$ cat config.mk
export PLATFORM = sky130hd
export DESIGN_NAME = fllf_limit_flags
export DESIGN_NICKNAME = d
export VERILOG_FILES = /design/src/hw/fllf_limit_flags.v /design/src/hw/fllf_flag_core.v
export VERILOG_INCLUDE_DIRS = /design/src /design/src/hw
export SDC_FILE = /design/constraint.sdc
export NUM_CORES = 1
export LEC_CHECK = 0
export ABC_AREA = 1
export BUFFER_PORTS_ARGS = -buffer_cell sky130_fd_sc_hd__buf_2
export CAP_MARGIN = 40
export CORE_UTILIZATION = 54
export CTS_BUF_LIST = sky130_fd_sc_hd__clkbuf_4 sky130_fd_sc_hd__clkbuf_8
export CTS_CLUSTER_DIAMETER = 60
export DETAILED_ROUTE_END_ITERATION = 16
export HOLD_SLACK_MARGIN = 0.02
export PLACE_DENSITY = 0.77
export SKIP_CTS_REPAIR_TIMING = 1
export SYNTH_ARGS = -nofsm -noshare
export SYNTH_HDL_FRONTEND = slang
export SYNTH_SLANG_ARGS = --single-unit
$ cat constraint.sdc
create_clock -name clk -period 1.45 [get_ports clk]
set_clock_uncertainty 0.15 [all_clocks]
set_input_delay 0.0725 -clock clk [delete_from_list [all_inputs] [get_ports clk]]
set_output_delay 0.0725 -clock clk [all_outputs]
set_load 0.1 [all_outputs]
$ cat src/hw/fllf_defs.vh
/*
 holds the register offsets, field positions and reset values of the
 sample buffer limit-flag block; assumes a 32-bit AXI4-Lite slave.
*/
`ifndef FLLF_DEFS_VH
`define FLLF_DEFS_VH
`define FLLF_OFS_FLAGS 5'h00
`define FLLF_OFS_UPPER 5'h04
`define FLLF_OFS_LOWER 5'h08
`define FLLF_OFS_CHEN 5'h0c
`define FLLF_OFS_CTRL 5'h10
`define FLLF_BIT_READERR 5
`define FLLF_BIT_UPPER 4
`define FLLF_BIT_LOWER 3
`define FLLF_BIT_CTRL_SIGNED 0
`define FLLF_RST_UPPER 32'h0000ffff
`define FLLF_RST_LOWER 32'h00000000
`define FLLF_RST_CHEN 32'h00000000
`define FLLF_RST_CTRL 32'h00000000
`define FLLF_RESP_OKAY 2'h0
`define FLLF_RESP_SLVERR 2'h2
`endif

$ cat src/hw/fllf_limit_flags.v
/*
 top of the sample buffer limit-flag block: AXI4-Lite register slave,
 flag core and the three flag interrupts. assumes the sample buffer
 strobes sit on clk and that the bus master follows AXI4-Lite.
*/
`include "fllf_defs.vh"

// Behaviour
// - the read-collision flag reads 1 when a collision was seen, else 0.
// - an enabled channel's stored sample >= upper limit sets the upper flag.
// - the upper flag clears when the buffer becomes empty.
// - an enabled channel's stored sample <= lower limit sets the lower flag.
// - the lower flag clears when the buffer becomes empty.
// - each flag interrupt sets and clears in the same cycle as its flag.
// - the upper flag reads 1 when triggered and 0 when not.
// - a read request refused because of a buffer write sets collision to 1.
// - a granted read or an empty buffer clears collision, interrupt follows.
// - the lower flag reads 1 when triggered and 0 when not.
module fllf_limit_flags #(
  parameter DATA_W = 24,
  parameter CH_W = 4
) (
  input wire clk,
  input wire srst,
  input wire sampleWrite,
  input wire [DATA_W-1:0] sampleData,
  input wire [CH_W-1:0] sampleChannel,
  input wire readRequest,
  input wire bufferEmpty,
  output reg upperLimitIrq,
  output reg lowerLimitIrq,
  output reg readCollisionIrq,
  input wire [4:0] s_axi_awaddr,
  input wire s_axi_awvalid,
  output reg s_axi_awready,
  input wire [31:0] s_axi_wdata,
  input wire [3:0] s_axi_wstrb,
  input wire s_axi_wvalid,
  output reg s_axi_wready,
  output reg [1:0] s_axi_bresp,
  output reg s_axi_bvalid,
  input wire s_axi_bready,
  input wire [4:0] s_axi_araddr,
  input wire s_axi_arvalid,
  output reg s_axi_arready,
  output reg [31:0] s_axi_rdata,
  output reg [1:0] s_axi_rresp,
  output reg s_axi_rvalid,
  input wire s_axi_rready
);
  // one enable bit per channel in the enable register
  localparam NCH = 1 << CH_W;

  reg [31:0] upper_reg;
  reg [31:0] lower_reg;
  reg [31:0] chen_reg;
  reg [31:0] ctrl_reg;
  reg [4:0] awAddr_reg;
  reg awHave_reg;
  reg [31:0] wData_reg;
  reg [3:0] wStrb_reg;
  reg wHave_reg;
  reg [31:0] rdata_next;
  reg rdOk;
  wire upperFlag;
  wire lowerFlag;
  wire collFlag;

  // merge byte lanes of a write into a register
  function [31:0] mergeBytes;
    input [31:0] old;
    input [31:0] data;
    input [3:0] strb;
    integer i;
    begin
      mergeBytes = old;
      for (i = 0; i < 4; i = i + 1)
        if (strb[i])
          mergeBytes[i*8 +: 8] = data[i*8 +: 8];
    end
  endfunction

  function isMapped;
    input [4:0] a;
    begin
      isMapped = (a == `FLLF_OFS_FLAGS) || (a == `FLLF_OFS_UPPER) ||
        (a == `FLLF_OFS_LOWER) || (a == `FLLF_OFS_CHEN) ||
        (a == `FLLF_OFS_CTRL);
    end
  endfunction

  fllf_flag_core #(
    .DATA_W(DATA_W),
    .CH_W(CH_W)
  ) i_fllf_flag_core (
    .clk(clk),
    .srst(srst),
    .sampleWrite(sampleWrite),
    .sampleData(sampleData),
    .sampleChannel(sampleChannel),
    .readRequest(readRequest),
    .bufferEmpty(bufferEmpty),
    .channelLimitCheckEnable(chen_reg[NCH-1:0]),
    .upperLimitValue(upper_reg[DATA_W-1:0]),
    .lowerLimitValue(lower_reg[DATA_W-1:0]),
    .signedCompare(ctrl_reg[`FLLF_BIT_CTRL_SIGNED]),
    .upperLimitHitFlag(upperFlag),
    .lowerLimitHitFlag(lowerFlag),
    .readCollisionFlag(collFlag)
  );

  // interrupts are the flags themselves, so no extra register delay
  // software cannot clear them; only draining the buffer does, and a granted read also clears collision
  always @* begin
    upperLimitIrq = upperFlag;
    lowerLimitIrq = lowerFlag;
    readCollisionIrq = collFlag;
  end

  // the write lands once both halves are held and the previous
  // response has been taken
  wire wrFire = awHave_reg && wHave_reg && !s_axi_bvalid;

  // address and data are latched independently, in either order
  always @(posedge clk) begin
    if (srst) begin
      awHave_reg <= 1'b0;
      wHave_reg <= 1'b0;
      awAddr_reg <= 5'h00;
      wData_reg <= 32'h00000000;
      wStrb_reg <= 4'h0;
      s_axi_awready <= 1'b0;
      s_axi_wready <= 1'b0;
      s_axi_bvalid <= 1'b0;
      s_axi_bresp <= `FLLF_RESP_OKAY;
      upper_reg <= `FLLF_RST_UPPER;
      lower_reg <= `FLLF_RST_LOWER;
      chen_reg <= `FLLF_RST_CHEN;
      ctrl_reg <= `FLLF_RST_CTRL;
    end else begin
      // ready pulses one cycle and stays low while a response waits,
      // so only one write is ever in flight
      s_axi_awready <= !awHave_reg && !s_axi_awready && s_axi_awvalid &&
        !s_axi_bvalid;
      s_axi_wready <= !wHave_reg && !s_axi_wready && s_axi_wvalid &&
        !s_axi_bvalid;
      if (s_axi_awready && s_axi_awvalid) begin
        awHave_reg <= 1'b1;
        awAddr_reg <= s_axi_awaddr;
      end
      if (s_axi_wready && s_axi_wvalid) begin
        wHave_reg <= 1'b1;
        wData_reg <= s_axi_wdata;
        wStrb_reg <= s_axi_wstrb;
      end
      if (wrFire) begin
        awHave_reg <= 1'b0;
        wHave_reg <= 1'b0;
        s_axi_bvalid <= 1'b1;
        s_axi_bresp <= isMapped(awAddr_reg) ? `FLLF_RESP_OKAY :
          `FLLF_RESP_SLVERR;
        case (awAddr_reg)
          `FLLF_OFS_UPPER: begin
            upper_reg <= mergeBytes(upper_reg, wData_reg, wStrb_reg);
          end
          `FLLF_OFS_LOWER: begin
            lower_reg <= mergeBytes(lower_reg, wData_reg, wStrb_reg);
          end
          `FLLF_OFS_CHEN: begin
            chen_reg <= mergeBytes(chen_reg, wData_reg, wStrb_reg);
          end
          `FLLF_OFS_CTRL: begin
            ctrl_reg <= mergeBytes(ctrl_reg, wData_reg, wStrb_reg);
          end
          default: begin
          end
        endcase
      end else if (s_axi_bvalid && s_axi_bready) begin
        s_axi_bvalid <= 1'b0;
      end
    end
  end

  // flags register is read-only; writes to it are accepted and dropped
  always @* begin
    rdata_next = 32'h00000000;
    rdOk = 1'b1;
    case (s_axi_araddr)
      `FLLF_OFS_FLAGS: begin
        rdata_next[`FLLF_BIT_READERR] = collFlag;
        rdata_next[`FLLF_BIT_UPPER] = upperFlag;
        rdata_next[`FLLF_BIT_LOWER] = lowerFlag;
      end
      `FLLF_OFS_UPPER: rdata_next = upper_reg;
      `FLLF_OFS_LOWER: rdata_next = lower_reg;
      `FLLF_OFS_CHEN: rdata_next = chen_reg;
      `FLLF_OFS_CTRL: rdata_next = ctrl_reg;
      default: rdOk = 1'b0;
    endcase
  end

  // read data is captured at the address handshake: a flag that sets
  // in that same cycle shows up on the next read
  always @(posedge clk) begin
    if (srst) begin
      s_axi_arready <= 1'b0;
      s_axi_rvalid <= 1'b0;
      s_axi_rdata <= 32'h00000000;
      s_axi_rresp <= `FLLF_RESP_OKAY;
    end else begin
      s_axi_arready <= !s_axi_arready && s_axi_arvalid && !s_axi_rvalid;
      if (s_axi_arready && s_axi_arvalid) begin
        s_axi_rvalid <= 1'b1;
        s_axi_rdata <= rdata_next;
        s_axi_rresp <= rdOk ? `FLLF_RESP_OKAY : `FLLF_RESP_SLVERR;
      end else if (s_axi_rvalid && s_axi_rready) begin
        s_axi_rvalid <= 1'b0;
      end
    end
  end
endmodule

$ cat src/hw/fllf_flag_core.v
/*
 holds the sticky limit and read-collision flags of the sample buffer.
 assumes the buffer reports writes, read requests and emptiness as
 single-cycle, clock-synchronous strobes and levels.
*/
module fllf_flag_core #(
  parameter DATA_W = 24,
  parameter CH_W = 4
) (
  input wire clk,
  input wire srst,
  input wire sampleWrite,
  input wire [DATA_W-1:0] sampleData,
  input wire [CH_W-1:0] sampleChannel,
  input wire readRequest,
  input wire bufferEmpty,
  input wire [(1<<CH_W)-1:0] channelLimitCheckEnable,
  input wire [DATA_W-1:0] upperLimitValue,
  input wire [DATA_W-1:0] lowerLimitValue,
  input wire signedCompare,
  output reg upperLimitHitFlag,
  output reg lowerLimitHitFlag,
  output reg readCollisionFlag
);
  // a <= b, signed or unsigned as selected
  function lessEq;
    input [DATA_W-1:0] a;
    input [DATA_W-1:0] b;
    input sgn;
    begin
      if (sgn)
        lessEq = ($signed(a) <= $signed(b));
      else
        lessEq = (a <= b);
    end
  endfunction

  wire checkOn = sampleWrite && channelLimitCheckEnable[sampleChannel];
  wire upperHit = checkOn && lessEq(upperLimitValue, sampleData,
    signedCompare);
  wire lowerHit = checkOn && lessEq(sampleData, lowerLimitValue,
    signedCompare);
  // a read that lands on a write cycle is refused
  wire readRefused = readRequest && sampleWrite;
  wire readGranted = readRequest && !sampleWrite;

  // a hit in the emptying cycle wins: the sample is in the buffer again
  always @(posedge clk) begin
    if (srst) begin
      upperLimitHitFlag <= 1'b0;
      lowerLimitHitFlag <= 1'b0;
      readCollisionFlag <= 1'b0;
    end else begin
      if (upperHit)
        upperLimitHitFlag <= 1'b1;
      else if (bufferEmpty)
        upperLimitHitFlag <= 1'b0;
      if (lowerHit)
        lowerLimitHitFlag <= 1'b1;
      else if (bufferEmpty)
        lowerLimitHitFlag <= 1'b0;
      if (readRefused)
        readCollisionFlag <= 1'b1;
      else if (readGranted || bufferEmpty)
        readCollisionFlag <= 1'b0;
    end
  end
endmodule

==> flow_summary.html <==
<table>
<tr><th>Metric</th><th>Value</th></tr>
<tr><th colspan="2">Floorplan</th></tr>
<tr><td>Die span in x</td><td>136 µm</td></tr>
<tr><td>Initial cell density of the core</td><td>0.557</td></tr>
<tr><td>CORE AREA</td><td>17,400 µm²</td></tr>
<tr><td>Full die area</td><td>18,500 µm²</td></tr>
<tr><td>IO Pins</td><td>128</td></tr>
<tr><td>Die height</td><td>136 µm</td></tr>
<tr><td>Number of core rows</td><td>48</td></tr>
<tr><th colspan="2">Clock tree</th></tr>
<tr><td>Root buf cell</td><td>sky130_fd_sc_hd__clkbuf_8</td></tr>
<tr><td>H-Tree Level Count</td><td>2</td></tr>
<tr><td>Clock latency on the worst-skew pair</td><td>0.53 ns</td></tr>
<tr><td>Clock tree from TritonCTS</td><td>done</td></tr>
<tr><td>Clock net sink count</td><td>213</td></tr>
<tr><td>Buffer depth of the longest clock path</td><td>3</td></tr>
<tr><td>Clock-pin slew reported for the worst setup and hold paths after clock tree synthesis</td><td>0.06 ns</td></tr>
<tr><td>Number of buffers added by the clock tree synthesis step</td><td>36</td></tr>
<tr><th colspan="2">Placement</th></tr>
<tr><td>GPL Wtd Cong</td><td>0.872</td></tr>
<tr><td>Half-perimeter wire length after detailed placement</td><td>19,500 µm</td></tr>
<tr><td>Post-Place Cell Area</td><td>11,700 µm²</td></tr>
<tr><td>Port bufs</td><td>125</td></tr>
<tr><th colspan="2">Synthesis</th></tr>
<tr><td>Most instantiated flip-flop cell in the synthesis netlist</td><td>sky130_fd_sc_hd__dfxtp_1</td></tr>
<tr><td>Number of unique standard cell types used by synthesis</td><td>32</td></tr>
<tr><td>Post-synthesis cell type with the largest combined area</td><td>sky130_fd_sc_hd__dfxtp_1</td></tr>
<tr><td>Post-synth EDFFs</td><td>0</td></tr>
<tr><td>Synthesized area</td><td>9710 µm²</td></tr>
<tr><td>Share of Yosys cell area claimed by the top area cell type</td><td>0.439</td></tr>
<tr><td>Synth Instances</td><td>1,315</td></tr>
<tr><td>Yosys reg bits</td><td>213</td></tr>
<tr><td>Yosys Warn Count</td><td>0</td></tr>
<tr><td>Syn_area_per_cell</td><td>7.38 µm²</td></tr>
<tr><td>Largest cells by area after synthesis</td><td>sky130_fd_sc_hd__dfxtp_1, sky130_fd_sc_hd__o21ai_0, sky130_fd_sc_hd__nor2_1, sky130_fd_sc_hd__nand2_1, sky130_fd_sc_hd__ha_1</td></tr>
<tr><td>Proportion of register bits with asynchronous set or reset after synthesis</td><td>0</td></tr>
<tr><td>Post-synthesis sequential area ratio</td><td>0.439</td></tr>
<tr><th colspan="2">Power</th></tr>
<tr><td>Reported leakage power</td><td>5.87 nW</td></tr>
<tr><td>Total Power</td><td>0.0129 W</td></tr>
<tr><td>VDD IR-drop max</td><td>890 µV</td></tr>
<tr><td>Power density over the cells</td><td>929 nW/µm²</td></tr>
<tr><th colspan="2">GRT</th></tr>
<tr><td>Vias in the first global route</td><td>8,929</td></tr>
<tr><td>Global Route Usage Sum</td><td>0.295</td></tr>
<tr><td>Initial antenna violation count</td><td>0</td></tr>
<tr><td>Global-route wire length before repair</td><td>43,300 µm</td></tr>
<tr><td>Pin count of the biggest net entering global routing</td><td>63</td></tr>
<tr><td>Total gr overflow</td><td>0</td></tr>
<tr><th colspan="2">Worst hold path</th></tr>
<tr><td>Worst min path class</td><td>primary input to flop</td></tr>
<tr><td>Number of cells on the worst hold path</td><td>6</td></tr>
<tr><th colspan="2">Routing</th></tr>
<tr><td>Detailed-route wire length on metal 1</td><td>12,700 µm</td></tr>
<tr><td>Met2 routed wirelength</td><td>15,500 µm</td></tr>
<tr><td>Via-to-Cell Ratio</td><td>5.61</td></tr>
<tr><td>Number of design rule violations left after detail routing</td><td>0</td></tr>
<tr><td>Total wire length after detailed routing</td><td>31,500 µm</td></tr>
<tr><td>Met3 layer wire length in the routed design</td><td>1960 µm</td></tr>
<tr><td>Number of search-and-repair iterations in the first detailed-routing pass</td><td>6</td></tr>
<tr><td>WL per Instance</td><td>17.1 µm</td></tr>
<tr><td>Vias after detailed routing</td><td>10,300</td></tr>
<tr><td>Final ANT Viol Nets</td><td>0</td></tr>
<tr><td>Top sig layer</td><td>met4</td></tr>
<tr><td>Violation count after the first detailed-routing iteration</td><td>1,009</td></tr>
<tr><th colspan="2">Finish</th></tr>
<tr><td>Fraction of final layout cells with drive strength greater than 1</td><td>0.339</td></tr>
<tr><td>Final Core Density</td><td>0.795</td></tr>
<tr><td>Area Overhead vs Synth</td><td>42.6%</td></tr>
<tr><td>N_diodes</td><td>0</td></tr>
<tr><td>Final net count</td><td>1,724</td></tr>
<tr><td>Fin area</td><td>13,800 µm²</td></tr>
<tr><th colspan="2">Setup path</th></tr>
<tr><td>Critical Path Start Type</td><td>flop</td></tr>
<tr><td>Peak fanout along the critical path</td><td>4</td></tr>
<tr><td>Worst EP required</td><td>1.74 ns</td></tr>
<tr><td>R2R depth</td><td>10</td></tr>
<tr><td>Worst setup path category</td><td>flop to flop</td></tr>
<tr><td>Sort of element at the end of the critical path</td><td>flop</td></tr>
<tr><td>Data arrival time at the worst-slack endpoint</td><td>2.13 ns</td></tr>
<tr><th colspan="2">STA</th></tr>
<tr><td>Setup slack after layout</td><td>-0.386 ns</td></tr>
<tr><td>Highest Clock Rate</td><td>545 MHz</td></tr>
<tr><td>Final cycle utilization of the critical path</td><td>1.27</td></tr>
<tr><td>Total count of hold-check failures in the final report</td><td>0</td></tr>
<tr><td>Actual transition at the worst max-transition pin</td><td>0.517 ns</td></tr>
<tr><td>Total count of max-transition violations in the final report</td><td>0</td></tr>
<tr><td>Min Tclk post-route</td><td>1.84 ns</td></tr>
<tr><td>Relative slew slack</td><td>0.655</td></tr>
<tr><td>Setup TNS after final layout</td><td>-35.14 ns</td></tr>
<tr><td>Final setup viols</td><td>164</td></tr>
<tr><td>Setup repair after global routing missed its margin</td><td>yes</td></tr>
<tr><th colspan="2">Outcome</th></tr>
<tr><td>Run status</td><td>finished with violations</td></tr>
<tr><td>Failing checks</td><td>setup timing</td></tr>
<tr><th colspan="2">Flow run</th></tr>
<tr><td>Number of max-cap violations</td><td>0</td></tr>
</table>
==> layout by cell type, fill, tap and decap left out, types with 4 or more instances in the layout <==
cell,n
sky130_fd_sc_hd__inv_6,5
sky130_fd_sc_hd__nor2_2,15
sky130_fd_sc_hd__buf_4,104
sky130_fd_sc_hd__o21ai_0,99
sky130_fd_sc_hd__a21oi_1,90
sky130_fd_sc_hd__o211ai_1,19
sky130_fd_sc_hd__nor2_1,201
sky130_fd_sc_hd__inv_1,116
sky130_fd_sc_hd__dlygate4sd3_1,57
sky130_fd_sc_hd__o21ai_1,34
sky130_fd_sc_hd__a22o_1,12
sky130_fd_sc_hd__nand2_2,17
sky130_fd_sc_hd__o22ai_1,22
sky130_fd_sc_hd__clkbuf_8,44
sky130_fd_sc_hd__buf_12,15
sky130_fd_sc_hd__o2111ai_1,7
sky130_fd_sc_hd__dfxtp_1,190
sky130_fd_sc_hd__a21o_1,4
sky130_fd_sc_hd__a21oi_2,27
sky130_fd_sc_hd__nor3_1,4
sky130_fd_sc_hd__buf_6,23
sky130_fd_sc_hd__inv_4,11
sky130_fd_sc_hd__nand4_1,6
sky130_fd_sc_hd__ha_1,25
sky130_fd_sc_hd__inv_2,24
sky130_fd_sc_hd__nor2_4,23
sky130_fd_sc_hd__nand3_1,14
sky130_fd_sc_hd__dfxtp_2,20
sky130_fd_sc_hd__o21ai_2,62
sky130_fd_sc_hd__buf_2,83
sky130_fd_sc_hd__clkbuf_4,31
sky130_fd_sc_hd__ha_4,23
sky130_fd_sc_hd__nand2_1,156
==> layer usage <==
| metal | vias to the layer above | GRT usage |
|---|---|---|
| li1 | 4895 | - |
| met1 | 4858 | 0.377 |
| met2 | 460 | 0.499 |
| met3 | 114 | 0.0492 |
| met4 | 0 | 0.104 |
| met5 | - | 0 |
==> metrics by stage <==
stage	hold slack [ns]	setup slack, ns	instances
2_1_floorplan	0.0150	-0.236	1316
5_1_grt	0.0460	-0.457	1840
6_report	0.0235	-0.386	1840
3_3_place_gp	0.117	-0.318	1710
4_1_cts	-0.418	-0.405	1771
3_5_place_dp	0.129	-0.390	1710
==> cell type report <==
cell class	count	area, µm²
Multi-Input combinational cell	882	5420
Sequential cell	213	4300
Fill cell	1084	3570
Timing Repair Buffer	298	2450
Clock buffer	59	718
Inverter	160	667
Tap cell	225	282
Clock inverter	2	15.0
Timing Repair inverter	1	6.26
==> final timing paths <==
| path | from | to | slack [ns] |
|---|---|---|---|
| setup / recovery | wHave_reg | chen_reg[2] | -0.39 |
| hold reg to reg | s_axi_wready | s_axi_wready | 0.30 |
| setup reg to reg | wHave_reg | chen_reg[2] | -0.39 |
| hold / removal | sampleData[0] | i_fllf_flag_core.upperLimitHitFlag | 0.02 |
==> power breakdown <==
part	leakage (nW)	total, W	switching, W	internal (W)
Sequential	1.73	0.00605	0.000118	0.00593
Clock	0.386	0.00550	0.00239	0.00311
Combinational	3.76	0.00132	0.000778	0.000544
==> worst max-delay path, cell delays in order (launching register included) <==
cell	delay [ns]
sky130_fd_sc_hd__dfxtp_2	0.34
sky130_fd_sc_hd__inv_2	0.05
sky130_fd_sc_hd__nor3_4	0.22
sky130_fd_sc_hd__inv_4	0.09
sky130_fd_sc_hd__buf_4	0.15
sky130_fd_sc_hd__nor2_4	0.09
sky130_fd_sc_hd__inv_4	0.07
sky130_fd_sc_hd__nor2_4	0.17
sky130_fd_sc_hd__buf_6	0.12
sky130_fd_sc_hd__o21ai_0	0.10
sky130_fd_sc_hd__nor2_1	0.19
==> cell usage after synthesis, drive strengths merged, types with 4 or more instances <==
cell type and n:
a21o 4, nand2 174, o211ai 19, clkbuf 42, nand4 6, o21ai 196
nor2 239, ha 48, inv 159, a21oi 118, o2111ai 7, buf 19
a22o 12, o22ai 22, a221oi 4, nor3 9, nand3 17, dfxtp 213
==> logic make-up (layout without fill, tap and decap cells) <==
logic type                 count (synthesis)  after routing  share of synthesized area
adders and majority gates                 48             48                     0.0619
other                                      1              2                   0.000386
buffers and inverters                    221            520                     0.0928
and+or+nand+nor                          447            447                      0.189
AOI/OAI and AO/OA                        385            385                      0.217
DFF                                      213            213                      0.439
No activity file was read; power rests on OpenSTA's default activity.
